`config.mk`:
```
export PLATFORM = sky130hd
export DESIGN_NAME = lcb_exec
export DESIGN_NICKNAME = d
export VERILOG_FILES = /design/src/lcb_pkg.sv /design/src/lcb_bcd_adjust.sv /design/src/lcb_exec.sv
export SDC_FILE = /design/constraint.sdc
export NUM_CORES = 1
export LEC_CHECK = 0
export ABC_AREA = 1
export BUFFER_PORTS_ARGS = -buffer_cell sky130_fd_sc_hd__buf_2
export CAP_MARGIN = 10
export CORE_ASPECT_RATIO = 0.9
export CORE_MARGIN = 8
export CORE_UTILIZATION = 60
export DETAILED_ROUTE_END_ITERATION = 6
export PLACE_DENSITY = 0.85
export SETUP_SLACK_MARGIN = 0.4
export SLEW_MARGIN = 20
export SYNTH_ARGS = -nofsm -noshare
export SYNTH_HDL_FRONTEND = slang
export SYNTH_SLANG_ARGS = --single-unit
export TNS_END_PERCENT = 5
```
`constraint.sdc`:
```
create_clock -name clk_sys_i -period 9.8 [get_ports clk_sys_i]
set_clock_uncertainty 0.15 [all_clocks]
set_input_delay 0.49 -clock clk_sys_i [delete_from_list [all_inputs] [get_ports clk_sys_i]]
set_output_delay 0.49 -clock clk_sys_i [all_outputs]
set_load 0.01 [all_outputs]
```
`src/lcb_pkg.sv`:
```
// package: constants, opcodes, decode table and types for the logic/compare/bcd executor
package lcb_pkg;

   ////////////////////////////////////////////////////////////////////////////
   // machine cycle timing
   localparam int          MC_TICKS = 8;                 // system clocks per machine cycle
   localparam int          DIV_W    = 3;
   localparam logic [2:0]  MC_LAST  = 3'(MC_TICKS - 1);

   ////////////////////////////////////////////////////////////////////////////
   // special function addresses kept inside the block, and the bit area base
   localparam logic [7:0]  ACC_ADDR = 8'hE0;             // accumulator_register
   localparam logic [7:0]  PSW_ADDR = 8'hD0;             // program_status_word
   localparam logic [3:0]  BIT_RAM_BASE = 4'h2;          // bit area bytes 20h..2Fh

   // program_status_word bit positions
   localparam int          PSW_CY  = 7;
   localparam int          PSW_AC  = 6;
   localparam int          PSW_RS1 = 4;
   localparam int          PSW_RS0 = 3;
   localparam int          PSW_OV  = 2;
   localparam int          PSW_PAR = 0;

   // bcd correction
   localparam logic [3:0]  BCD_MAX = 4'h9;
   localparam logic [3:0]  BCD_FIX = 4'h6;

   ////////////////////////////////////////////////////////////////////////////
   // opcodes
   localparam logic [7:0]  OPC_AND_A_REG  = 8'h58;       // 0101_1rrr
   localparam logic [7:0]  OPC_AND_A_IND  = 8'h56;       // 0101_011i
   localparam logic [7:0]  OPC_AND_A_DIR  = 8'h55;
   localparam logic [7:0]  OPC_AND_A_IMM  = 8'h54;
   localparam logic [7:0]  OPC_AND_D_A    = 8'h52;
   localparam logic [7:0]  OPC_AND_D_IMM  = 8'h53;
   localparam logic [7:0]  OPC_AND_C_BIT  = 8'h82;
   localparam logic [7:0]  OPC_AND_C_NBIT = 8'hB0;
   localparam logic [7:0]  OPC_CMP_A_DIR  = 8'hB5;
   localparam logic [7:0]  OPC_CMP_A_IMM  = 8'hB4;
   localparam logic [7:0]  OPC_CMP_IND    = 8'hB6;       // 1011_011i
   localparam logic [7:0]  OPC_CMP_REG    = 8'hB8;       // 1011_1rrr
   localparam logic [7:0]  OPC_CLR_A      = 8'hE4;
   localparam logic [7:0]  OPC_CLR_C      = 8'hC3;
   localparam logic [7:0]  OPC_CLR_BIT    = 8'hC2;
   localparam logic [7:0]  OPC_INV_A      = 8'hF4;
   localparam logic [7:0]  OPC_INV_C      = 8'hB3;
   localparam logic [7:0]  OPC_INV_BIT    = 8'hB2;
   localparam logic [7:0]  OPC_DEC_ADJ    = 8'hD4;

   // lengths in bytes stored as the count, cycles stored as count minus one
   localparam logic [1:0]  LEN1 = 2'h1;
   localparam logic [1:0]  LEN2 = 2'h2;
   localparam logic [1:0]  LEN3 = 2'h3;
   localparam logic        CYC1 = 1'h0;
   localparam logic        CYC2 = 1'h1;

   ////////////////////////////////////////////////////////////////////////////
   // types
   typedef enum logic [3:0] {
      C_NONE   = 4'h0, C_AND_A  = 4'h1, C_AND_DA = 4'h2, C_AND_DI = 4'h3,
      C_AND_C  = 4'h4, C_AND_NC = 4'h5, C_CMP    = 4'h6, C_CLR_A  = 4'h7,
      C_CLR_C  = 4'h8, C_CLR_B  = 4'h9, C_INV_A  = 4'hA, C_INV_C  = 4'hB,
      C_INV_B  = 4'hC, C_DA     = 4'hD
   } lcb_cls_t;

   typedef enum logic [2:0] {
      M_NONE = 3'h0, M_REG = 3'h1, M_IND = 3'h2, M_DIR = 3'h3, M_IMM = 3'h4, M_BIT = 3'h5
   } lcb_src_t;

   typedef enum logic [2:0] {
      S_OP = 3'b000, S_B2 = 3'b001, S_B3 = 3'b010, S_RDP = 3'b011,
      S_RDO = 3'b100, S_EXEC = 3'b101, S_WAIT = 3'b110
   } lcb_state_t;

   typedef struct packed {
      lcb_cls_t   cls;
      lcb_src_t   src;
      logic [1:0] len;
      logic       cyc;
   } lcb_dec_t;

   ////////////////////////////////////////////////////////////////////////////
   // opcode decode: class, source mode, length, cycles
   function automatic lcb_dec_t lcb_decode(input logic [7:0] op);
      lcb_dec_t d;
      d = '{cls: C_NONE, src: M_NONE, len: LEN1, cyc: CYC1};
      if (op[7:3] == OPC_AND_A_REG[7:3])      d = '{C_AND_A,  M_REG,  LEN1, CYC1};
      else if (op[7:1] == OPC_AND_A_IND[7:1]) d = '{C_AND_A,  M_IND,  LEN1, CYC1};
      else if (op == OPC_AND_A_DIR)           d = '{C_AND_A,  M_DIR,  LEN2, CYC1};
      else if (op == OPC_AND_A_IMM)           d = '{C_AND_A,  M_IMM,  LEN2, CYC1};
      else if (op == OPC_AND_D_A)             d = '{C_AND_DA, M_DIR,  LEN2, CYC1};
      else if (op == OPC_AND_D_IMM)           d = '{C_AND_DI, M_DIR,  LEN3, CYC2};
      else if (op == OPC_AND_C_BIT)           d = '{C_AND_C,  M_BIT,  LEN2, CYC2};
      else if (op == OPC_AND_C_NBIT)          d = '{C_AND_NC, M_BIT,  LEN2, CYC2};
      else if (op == OPC_CMP_A_DIR)           d = '{C_CMP,    M_DIR,  LEN3, CYC2};
      else if (op == OPC_CMP_A_IMM)           d = '{C_CMP,    M_IMM,  LEN3, CYC2};
      else if (op[7:1] == OPC_CMP_IND[7:1])   d = '{C_CMP,    M_IND,  LEN3, CYC2};
      else if (op[7:3] == OPC_CMP_REG[7:3])   d = '{C_CMP,    M_REG,  LEN3, CYC2};
      else if (op == OPC_CLR_A)               d = '{C_CLR_A,  M_NONE, LEN1, CYC1};
      else if (op == OPC_CLR_C)               d = '{C_CLR_C,  M_NONE, LEN1, CYC1};
      else if (op == OPC_CLR_BIT)             d = '{C_CLR_B,  M_BIT,  LEN2, CYC1};
      else if (op == OPC_INV_A)               d = '{C_INV_A,  M_NONE, LEN1, CYC1};
      else if (op == OPC_INV_C)               d = '{C_INV_C,  M_NONE, LEN1, CYC1};
      else if (op == OPC_INV_BIT)             d = '{C_INV_B,  M_BIT,  LEN2, CYC1};
      else if (op == OPC_DEC_ADJ)             d = '{C_DA,     M_NONE, LEN1, CYC1};
      return d;
   endfunction : lcb_decode

endpackage : lcb_pkg

```
`src/lcb_bcd_adjust.sv`:
```
// decimal adjust datapath: two-step bcd correction of the accumulator
`timescale 1ns/10ps
module lcb_bcd_adjust
   import lcb_pkg::*;
(
   input  wire logic [7:0] acc_i,      // accumulator before adjust
   input  wire logic       carry_i,    // carry flag before adjust
   input  wire logic       aux_i,      // aux_carry_flag
   output logic      [7:0] acc_o,      // adjusted accumulator
   output logic            carry_o     // carry after adjust
);

   logic       lo_fix;
   logic [8:0] step1;
   logic       carry1;
   logic       hi_fix;
   logic [4:0] step2;

   // low digit then high digit; carry is only ever set here, never cleared
   always_comb begin
      lo_fix  = (acc_i[3:0] > BCD_MAX) | aux_i;
      step1   = {1'h0, acc_i} + {5'h00, (lo_fix ? BCD_FIX : 4'h0)};
      carry1  = carry_i | step1[8];
      hi_fix  = carry1 | (step1[7:4] > BCD_MAX);
      step2   = {1'h0, step1[7:4]} + {1'h0, (hi_fix ? BCD_FIX : 4'h0)};
      carry_o = carry1 | step2[4];
      acc_o   = {step2[3:0], step1[3:0]};
   end

endmodule : lcb_bcd_adjust

```
`src/lcb_exec.sv`:
```
// executor for byte/bit and, compare-branch, clear, invert and decimal adjust instructions
`timescale 1ns/10ps
module lcb_exec
   import lcb_pkg::*;
(
   input  wire logic        clk_sys_i,     // system clock, 50 MHz
   input  wire logic        rst_i,         // synchronous reset, active high
   output logic      [15:0] prog_addr_o,   // program memory address
   input  wire logic [7:0]  prog_data_i,   // program byte at prog_addr_o, same cycle
   output logic      [7:0]  data_addr_o,   // data space address
   output logic             data_rd_o,     // data read strobe
   output logic             data_latch_o,  // read port output latch, not pins
   input  wire logic [7:0]  data_rdata_i,  // data at data_addr_o, same cycle
   output logic             data_wr_o,     // data write pulse
   output logic      [7:0]  data_wdata_o,  // data write value
   output logic      [7:0]  acc_o,         // accumulator_register
   output logic      [7:0]  psw_o,         // program_status_word with parity
   output logic             instr_done_o,  // pulse at end of each instruction
   output logic             illegal_op_o   // pulse for an opcode outside this group
);

   ////////////////////////////////////////////////////////////////////////////
   // state
   typedef struct packed {
      lcb_state_t  st;
      logic [7:0]  op;
      logic [7:0]  b2;
      logic [7:0]  b3;
      logic [7:0]  opnd;
      logic [15:0] pc;
      logic [7:0]  acc;
      logic [7:0]  program_status_word;
      logic [2:0]  div;
      logic        mcyc;
      logic [7:0]  daddr;
      logic        drd;
      logic        dlatch;
      logic        dwr;
      logic [7:0]  dwdata;
      logic        done;
      logic        illegal;
   } lcb_state_s_t;

   lcb_state_s_t s_q;
   lcb_state_s_t s_d;

   lcb_dec_t     dec;
   logic [7:0]   reg_addr;
   logic [7:0]   ptr_addr;
   logic [7:0]   bit_byte;
   logic [7:0]   bit_mask;
   logic         bit_val;
   logic         dir_space;
   logic [7:0]   rd_val;
   logic [7:0]   cmp_a;
   logic [7:0]   cmp_b;
   logic [7:0]   wbyte;
   logic         wen;
   logic [7:0]   da_acc;
   logic         da_carry;

   ////////////////////////////////////////////////////////////////////////////
   // decimal adjust datapath
   lcb_bcd_adjust u_bcd (
      .acc_i   (s_q.acc),
      .carry_i (s_q.program_status_word[PSW_CY]),
      .aux_i   (s_q.program_status_word[PSW_AC]),
      .acc_o   (da_acc),
      .carry_o (da_carry)
   );

   ////////////////////////////////////////////////////////////////////////////
   // address formation and operand selection
   always_comb begin
      dec       = lcb_decode(s_q.op);
      reg_addr  = {3'h0, s_q.program_status_word[PSW_RS1], s_q.program_status_word[PSW_RS0], s_q.op[2:0]};
      ptr_addr  = {3'h0, s_q.program_status_word[PSW_RS1], s_q.program_status_word[PSW_RS0], 2'h0, s_q.op[0]};
      // low bit addresses map into the bit ram, high ones onto bit-addressable sfrs
      bit_byte  = s_q.b2[7] ? {s_q.b2[7:3], 3'h0} : {BIT_RAM_BASE, s_q.b2[6:3]};
      bit_mask  = 8'h01 << s_q.b2[2:0];
      bit_val   = s_q.opnd[s_q.b2[2:0]];
      dir_space = (dec.src == M_DIR) || (dec.src == M_BIT);
      // accumulator and status word live here, not on the data port
      if (dir_space && s_q.daddr == ACC_ADDR) begin
         rd_val = s_q.acc;
      end else if (dir_space && s_q.daddr == PSW_ADDR) begin
         rd_val = s_q.program_status_word;
      end else begin
         rd_val = data_rdata_i;
      end
      // compare pairings: accumulator against direct or data, else operand against data
      if (dec.src == M_DIR) begin
         cmp_a = s_q.acc;
         cmp_b = s_q.opnd;
      end else if (dec.src == M_IMM) begin
         cmp_a = s_q.acc;
         cmp_b = s_q.b2;
      end else begin
         cmp_a = s_q.opnd;
         cmp_b = s_q.b2;
      end
   end

   ////////////////////////////////////////////////////////////////////////////
   // sequencer and execution
   always_comb begin
      s_d         = s_q;
      wbyte       = s_q.opnd;
      wen         = 1'h0;
      s_d.done    = 1'h0;
      s_d.illegal = 1'h0;
      s_d.dwr     = 1'h0;
      s_d.div     = (s_q.div == MC_LAST) ? 3'h0 : s_q.div + 3'h1;

      case (s_q.st)
         // opcode byte, always at the start of a machine cycle
         S_OP: begin
            s_d.op   = prog_data_i;
            s_d.pc   = s_q.pc + 16'h0001;
            s_d.mcyc = 1'h0;
            s_d.st   = S_B2;
         end
         // second byte: direct or bit address, or data when none is needed
         S_B2: begin
            if (dec.len >= LEN2) begin
               s_d.b2 = prog_data_i;
               s_d.pc = s_q.pc + 16'h0001;
            end
            if (dec.src == M_REG) begin
               s_d.daddr = reg_addr;
               s_d.drd   = 1'h1;
            end else if (dec.src == M_IND) begin
               s_d.daddr = ptr_addr;
               s_d.drd   = 1'h1;
            end
            s_d.st = S_B3;
         end
         // third byte: data after an address, displacement always last
         S_B3: begin
            if (dec.len == LEN3) begin
               s_d.b3 = prog_data_i;
               s_d.pc = s_q.pc + 16'h0001;
            end
            if (dec.src == M_DIR || dec.src == M_BIT) begin
               s_d.daddr = (dec.src == M_BIT) ? bit_byte : s_q.b2;
               s_d.drd   = 1'h1;
               // read-modify-write on a port takes the output latch
               s_d.dlatch = (dec.cls == C_AND_DA) || (dec.cls == C_AND_DI)
                         || (dec.cls == C_CLR_B) || (dec.cls == C_INV_B);
            end
            s_d.st = S_RDP;
         end
         // indirect: pointer register value becomes the address
         S_RDP: begin
            if (dec.src == M_IND) begin
               s_d.daddr = data_rdata_i;
            end
            s_d.st = S_RDO;
         end
         // operand capture
         S_RDO: begin
            s_d.opnd   = rd_val;
            s_d.drd    = 1'h0;
            s_d.dlatch = 1'h0;
            s_d.st     = S_EXEC;
         end
         // execute
         S_EXEC: begin
            case (dec.cls)
               C_AND_A: begin
                  s_d.acc = s_q.acc & ((dec.src == M_IMM) ? s_q.b2 : s_q.opnd);
               end
               C_AND_DA: begin
                  wbyte = s_q.opnd & s_q.acc;
                  wen   = 1'h1;
               end
               C_AND_DI: begin
                  wbyte = s_q.opnd & s_q.b3;
                  wen   = 1'h1;
               end
               C_AND_C: begin
                  if (!bit_val) s_d.program_status_word[PSW_CY] = 1'h0;
               end
               C_AND_NC: begin
                  if (bit_val) s_d.program_status_word[PSW_CY] = 1'h0;
               end
               C_CMP: begin
                  s_d.program_status_word[PSW_CY] = (cmp_a < cmp_b);
                  if (cmp_a != cmp_b) begin
                     s_d.pc = s_q.pc + {{8{s_q.b3[7]}}, s_q.b3};
                  end
               end
               C_CLR_A: begin
                  s_d.acc = 8'h00;
               end
               C_CLR_C: begin
                  s_d.program_status_word[PSW_CY] = 1'h0;
               end
               C_CLR_B: begin
                  wbyte = s_q.opnd & ~bit_mask;
                  wen   = 1'h1;
               end
               C_INV_A: begin
                  s_d.acc = ~s_q.acc;
               end
               C_INV_C: begin
                  s_d.program_status_word[PSW_CY] = ~s_q.program_status_word[PSW_CY];
               end
               C_INV_B: begin
                  wbyte = s_q.opnd ^ bit_mask;
                  wen   = 1'h1;
               end
               C_DA: begin
                  s_d.acc         = da_acc;
                  s_d.program_status_word[PSW_CY] = da_carry;
               end
               default: begin
                  s_d.illegal = 1'h1;
               end
            endcase
            // write back: internal registers locally, everything else on the port
            if (wen && s_q.daddr == ACC_ADDR) begin
               s_d.acc = wbyte;
            end else if (wen && s_q.daddr == PSW_ADDR) begin
               s_d.program_status_word = wbyte;
            end else if (wen) begin
               s_d.dwr    = 1'h1;
               s_d.dwdata = wbyte;
            end
            s_d.st = S_WAIT;
         end
         // hold until the instruction's machine cycles have elapsed
         S_WAIT: begin
            if (s_q.div == MC_LAST) begin
               if (s_q.mcyc == dec.cyc) begin
                  s_d.st   = S_OP;
                  s_d.done = 1'h1;
               end else begin
                  s_d.mcyc = 1'h1;
               end
            end
         end
         default: begin
            s_d.st = S_OP;
         end
      endcase

      s_d.program_status_word[PSW_PAR] = ^s_d.acc;
   end

   ////////////////////////////////////////////////////////////////////////////
   // state register
   always_ff @(posedge clk_sys_i) begin
      if (rst_i) begin
         s_q <= '0;
      end else begin
         s_q <= s_d;
      end
   end

   ////////////////////////////////////////////////////////////////////////////
   // outputs straight from state
   assign prog_addr_o  = s_q.pc;
   assign data_addr_o  = s_q.daddr;
   assign data_rd_o    = s_q.drd;
   assign data_latch_o = s_q.dlatch;
   assign data_wr_o    = s_q.dwr;
   assign data_wdata_o = s_q.dwdata;
   assign acc_o        = s_q.acc;
   assign psw_o        = s_q.program_status_word;
   assign instr_done_o = s_q.done;
   assign illegal_op_o = s_q.illegal;

endmodule : lcb_exec

```
* Word level (Yosys, flattened, before mapping) *
Cells that the tools add are included.

word-level totals
  register bits after elaboration = 92
  input bits = 18
  output and inout port bits = 53
  logic and storage cells = 200

operators by class
  add/sub/neg operators = 5
  magnitude comparators = 5
  equal/unequal tests = 59
  shifts and indexed selects = 1
  muxes and demuxes = 63
  bitwise gates (word level) = 17
  reduce and logical (&&, ||, !) cells = 31

operators by type and width
  kind                                                                    number
  10-bit two-way mux                                                      20
  8-bit equality test (second input constant)                             13
  8-bit two-way mux                                                       12
  16-bit two-way mux                                                      5
  16-bit one-hot mux with 4 select lines                                  1
  8-bit one-hot mux with 4 select lines                                   2
  8-bit AND                                                               4
  8-bit by 7-bit equality test with 1-bit output (second input constant)  4
  9-bit two-way mux                                                       3
  4-bit equality test (second input constant)                             6
  8-bit one-hot mux with 3 select lines                                   1
  3-bit one-hot mux with 7 select lines                                   1
  3-bit equality test (second input constant)                             6
  16-bit by 1-bit adder with 16-bit output (second input constant)        1
  16-bit adder                                                            1
  4-bit by 3-bit equality test with 1-bit output (second input constant)  4
  2-bit inequality test (second input constant)                           8
  8-bit NOT                                                               2
  13-bit OR reduction                                                     1
  3-bit by 2-bit equality test with 1-bit output (second input constant)  4
  3-bit two-way mux                                                       4
  8-bit by 4-bit adder with 9-bit output                                  1
  1-bit two-way mux                                                       9
  3-bit AND reduction                                                     3
  other kinds (39)                                                        65

* Logic depth before layout (Yosys ltp) *
  depth after elaboration = 29
  depth in mapped cells = 29

* Hierarchy *
From an unflattened synthesis, not the netlist that was laid out.

unflattened totals
  cells, all modules = 1065
  area total of the unflattened synthesis = 6939.2 µm²

modules (own cells, without submodules)
  module          times used  cells each  area an instance (µm²)  sequential area each (µm²)
  lcb_exec        1           1016        6598.8                  1841.8
  lcb_bcd_adjust  1           49          340.3                   0.0

* Least setup slack after synthesis *
OpenSTA, ideal clock, no wires.

  kind = register to register
  start = register s_q (netlist bit acc_o[2])
  end = register s_q (netlist bit psw_o[0])
  setup time = 0.114 ns
  data arrival time = 3.732 ns
  data required time = 9.536 ns
  slack = 5.804 ns
  stages on the path, launching flop included = 27
  buffers on the path = 0
  cell sequence = dfxtp_1 > inv_1 > a21oi_1 > nor2_1 > inv_1 > ha_1 > inv_1 > fa_1 > nor2_1 > nand2_1 > nor3_1 > xnor2_1 > o21ai_0 > ha_1 > fa_1 > a221oi_1 > nand2_1 > nand2_1 > nand2_1 > inv_2 > nand2_1 > nand2_1 > nand2_1 > nand2_1 > nand2_1 > nand2_1 > nor2_2

between the ends
  word-level cells in the longest chain between the ends = 12
  elaborated cells on any way between the ends = 17

ends and longest elaborated chain
  what                                                              RTL line                                    RTL
  start, declared                                                   lcb_exec.sv:44                              lcb_state_s_t s_q;
  start signal, assigned                                            lcb_exec.sv:255                             s_q <= '0;
  start signal, assigned                                            lcb_exec.sv:257                             s_q <= s_d;
  4-bit greater-than comparator                                     lcb_bcd_adjust.sv:21                        lo_fix = (acc_i[3:0] > BCD_MAX) | aux_i;
  1-bit OR                                                          lcb_bcd_adjust.sv:21
  3-bit two-way mux                                                 lcb_bcd_adjust.sv:22                        step1 = {1'h0, acc_i} + {5'h00, (lo_fix ? BCD_FIX : 4'h0)};
  8-bit by 4-bit adder with 9-bit output                            lcb_bcd_adjust.sv:22
  4-bit greater-than comparator / 1-bit OR (equally long branches)  lcb_bcd_adjust.sv:24, lcb_bcd_adjust.sv:23
  1-bit OR                                                          lcb_bcd_adjust.sv:24                        hi_fix = carry1 | (step1[7:4] > BCD_MAX);
  3-bit two-way mux                                                 lcb_bcd_adjust.sv:25                        step2 = {1'h0, step1[7:4]} + {1'h0, (hi_fix ? BCD_FIX : 4'h0)};
  4-bit by 4-bit adder with 5-bit output                            lcb_bcd_adjust.sv:25
  8-bit one-hot mux with 4 select lines                             lcb_exec.sv:169                             case (dec.cls)
  8-bit two-way mux                                                 lcb_exec.sv:222                             if (wen && s_q.daddr == ACC_ADDR) begin
  16-bit two-way mux (*)                                            lcb_exec.sv:115                             case (s_q.st)
  8-bit parity (*)                                                  lcb_exec.sv:248                             s_d.program_status_word[PSW_PAR] = ^s_d.acc;

Every way passes the cells marked *; elsewhere a longest branch is shown, timed or not.
A chain may end at the register's enable or synchronous reset.

* Worst setup path in the final report *
Same ends and word-level chain as after synthesis.

==> summary.md <==
| Metric | Value |
|---|---|
| Antenna Nets Post-Route | `0` |
| Adder-cell share of the synthesized area | `6.23%` |
| Mux share of post-synthesis cell area | `0.885%` |
| CP peak stage delay | `0.46 ns` |
| Critical path arrival | `4.51 ns` |
| Peak VDD IR | `0.112 mV` |
| CP max stage cell | `dfxtp_1` |
| Final setup fails | `0` |
| Post-Syn Area | `0.00679 sq mm` |
| Overflow left after global routing | `0` |
| Post-Synth Simple-Gate Area | `27.9%` |
| Switching power | `0.300 mW` |
| RSZ-0062 raised after global routing | `false` |
| Ant. Diodes | `0` |
| DR iter-0 viols | `914` |
| Die height | `117 um` |
| Post-CTS setup buffer count | `0` |
| Gates resized, CTS repair | `0` |
| WS Path Type | `flop to flop` |
| Total global-route track usage | `27.4%` |
| Crit start category | `flop` |
| Largest net degree at the start of global routing | `59` |
| P per Cell Area | `134 mW/mm^2` |
| Die Wd | `128 um` |
| Antenna violations before repair | `0` |
| Worst path top cell family by delay | `adder cells` |
| Post-CTS Hold Fix Bufs | `0` |
| DR vias/cell | `5.68` |
| Initial Util | `60.3%` |
| Fmax | `227 MHz` |
| Sum of negative setup slack | `0 ns` |
| Fin cells | `1215` |
| Avg WL per Cell | `16.7 um` |
| Syn avg cell area | `6.50 sq um` |
| CP most frequent cell | `nand2_1` |
| Hold depth | `3` |
| Gate Count Post-Synth | `1044` |
| Clk slew on worst S/H paths | `0.07 ns` |
| CTS tree | `yes` |
| Post-synthesis xor/xnor area fraction | `3.36%` |
| # IOs | `71` |
| Via Count | `6904` |
| Share of cells above drive strength 1 | `12.6%` |
| Hold WC Path Type | `input port to flop` |
| Ys Warns | `0` |
| H-Tree Depth | `3` |
| Worst Tran Pin Value | `0.862 ns` |
| DRC Markers | `0` |
| Nets | `1104` |
| Hold_ws | `0.268 ns` |
| Switching share of total power | `31.3%` |
| Max-slew violations | `0` |
| Syn nets | `1094` |
| LEAKAGE | `3.57 nW` |
| CTS root buffer | `clkbuf_16` |
| Largest family of logic cells by synthesized area | `simple AND/OR/NAND/NOR gates` |
| Worst slew margin | `42.3%` |
| Pre-antenna DRT Iters | `5` |
| Register-to-Register Path Depth | `26` |
| Netlist cell types | `53` |
| Num CTS Buffers | `9` |
| HPWL after DPL | `15500 um` |
| Placer Congestion | `1.06` |
| Sequential power share | `43.9%` |
| Max Buffers Root-to-Sink | `2` |
| Port buffer count | `70` |
| Endpoint class of the critical path | `flop` |
| Routed WL | `20300 um` |
| Final Critical Period | `4.40 ns` |
| Vias in the first global route | `6274` |
| Critical path depth in cells | `26` |
| Req. time, crit path | `9.91 ns` |
| Gate power share | `19.1%` |
| Final hold vios | `0` |
| Die Area | `0.0150 sq mm` |
| Internal power | `0.660 mW` |
| Seq cells post-synth | `92` |
| Synth Area in Compound Gates | `19.4%` |
| Worst-Skew Late Latency | `0.36 ns` |
| Core area | `0.0112 sq mm` |
| Dpl cells | `1199` |
| Sink Count | `92` |
| Cell Rows | `37` |
| CP max FO | `8` |
| CP bufs+invs | `4` |
| Sequential area share after synthesis | `27.1%` |
| First-pass GRT wire length | `32000 um` |
| P&R area growth vs syn | `5.84%` |
| Status | `finished clean` |
| Final core utilization | `63.9%` |
| Max cap viols | `0` |
| Tcrit/Tclk final | `44.9%` |
| Clock Power Share | `37.0%` |
final cells by class:
class	count	area, sq um
fillers	1078	4070
multi-input cells	732	3920
flip-flops and latches	92	1840
inverters	146	551
repair buffers	73	373
clock buffers	9	225
well taps	156	195
clock inverters	7	73.8
worst register-to-register path, cell delays in order, from the launching register on:
cell and delay, ns:
dfxtp_1 0.46, inv_1 0.15, a21oi_1 0.15, nor2_1 0.08, inv_1 0.09, ha_1 0.17, inv_1 0.06, fa_1 0.37
nor2_1 0.16, nand2_1 0.10, nor3_1 0.19, xnor2_1 0.13, o21ai_0 0.41, ha_1 0.27, fa_1 0.42, a221oi_1 0.27
nand2_1 0.08, nand2_1 0.06, nand2_1 0.08, inv_2 0.08, nand2_1 0.05, nand2_1 0.05, nand2_1 0.04, nand2_1 0.07
nand2_1 0.06, nand2_1 0.07, nor2_2 0.04
synthesized netlist by cell type (all sizes together):
| master | instances | area, sq um |
|---|---|---|
| nand2 | 273 | 1070 |
| inv | 143 | 539 |
| nor2 | 97 | 428 |
| dfxtp | 92 | 1840 |
| o21ai | 90 | 450 |
| a21oi | 81 | 409 |
| buf | 55 | 399 |
| nand3 | 32 | 165 |
| ha | 29 | 363 |
| clkbuf | 19 | 71.3 |
| xor2 | 18 | 158 |
| nand4 | 16 | 113 |
| o211ai | 15 | 113 |
| o22ai | 12 | 75.1 |
| a221oi | 8 | 76.3 |
| xnor2 | 8 | 70.1 |
| a211oi | 6 | 45.0 |
| mux2i | 6 | 60.1 |
| nor3 | 6 | 30.0 |
| a21boi | 5 | 41.3 |
| nor4 | 5 | 31.3 |
| a31oi | 4 | 25.0 |
| clkinv | 3 | 11.3 |
| fa | 3 | 60.1 |
| or2 | 3 | 18.8 |
| nand3b | 2 | 15.0 |
| nor3b | 2 | 20.0 |
| o2111ai | 2 | 17.5 |
| o221ai | 2 | 17.5 |
| o31ai | 2 | 15.0 |
| a32oi | 1 | 8.76 |
| a41oi | 1 | 8.76 |
| and2 | 1 | 6.26 |
| o21bai | 1 | 7.51 |
| o311ai | 1 | 8.76 |
final timing paths:
kind              slack (ns)           start       end
setup / recovery        5.40        acc_o[2]  psw_o[0]
hold reg to reg         0.28         s_q[22]   s_q[22]
setup reg to reg        5.40        acc_o[2]  psw_o[0]
hold / removal          0.27  prog_data_i[0]   s_q[65]
placed cells by master (no fill, tap or decap), types with 7 or more instances in the layout:
cell	count
inv_1	131
clkbuf_16	9
nor2_2	7
xor2_1	18
inv_2	11
o21ai_0	86
nor2_1	85
nand3_1	31
a21oi_1	80
o211ai_1	15
nand4_1	14
buf_2	70
xnor2_1	8
ha_1	29
nand2_1	262
a221oi_1	7
dfxtp_1	92
nand2_2	8
o22ai_1	12
metal layers:
| layer | wire, um | vias up | GRT usage, % |
|---|---|---|---|
| met5 | 0 | - | 0 |
| met3 | 2190 | 61 | 6.11 |
| met1 | 8720 | 3119 | 35.4 |
| li1 | - | 3398 | - |
| met4 | 688 | 0 | 13.1 |
| met2 | 8750 | 326 | 42.8 |
per-stage QoR:
step / power, mW / setup WS, ns / area (sq um)
floorplan: 0.571 / 5.80 / 6790
global placement: 0.604 / 5.58 / 6880
detailed placement: 0.608 / 5.42 / 6880
CTS: 0.958 / 5.39 / 7180
global route: 0.998 / 4.80 / 7180
finish: 0.961 / 5.40 / 7180
flip-flops by register name, summed over array words and instances (netlist names):
| name | count |
|---|---|
| s_q | 36 |
| prog_addr_o | 16 |
| acc_o | 8 |
| data_addr_o | 8 |
| data_wdata_o | 8 |
| psw_o | 8 |
| reg_addr | 2 |
| data_latch_o | 1 |
| data_rd_o | 1 |
| data_wr_o | 1 |
| illegal_op_o | 1 |
| instr_done_o | 1 |
| ptr_addr | 1 |
power by group through the flow:
stage,combinational [mW],sequential [mW],clock (mW)
final,0.183,0.422,0.356
after global routing,0.202,0.425,0.371
after CTS,0.180,0.421,0.357
after detailed placement,0.178,0.429,0
after global placement,0.176,0.429,0
after floorplan,0.147,0.424,0
cells by family (layout without fill, tap and decap cells):
group                      Yosys count  count (layout)
and+or+nand+nor                    437             437
muxes                                6               6
DFF                                 92              92
xor gates and xnor gates            26              26
adders and majority gates           32              32
AOI/OAI and AO/OA                  231             231
buffers and inverters              220             235
(Power assumes the default switching activity.)
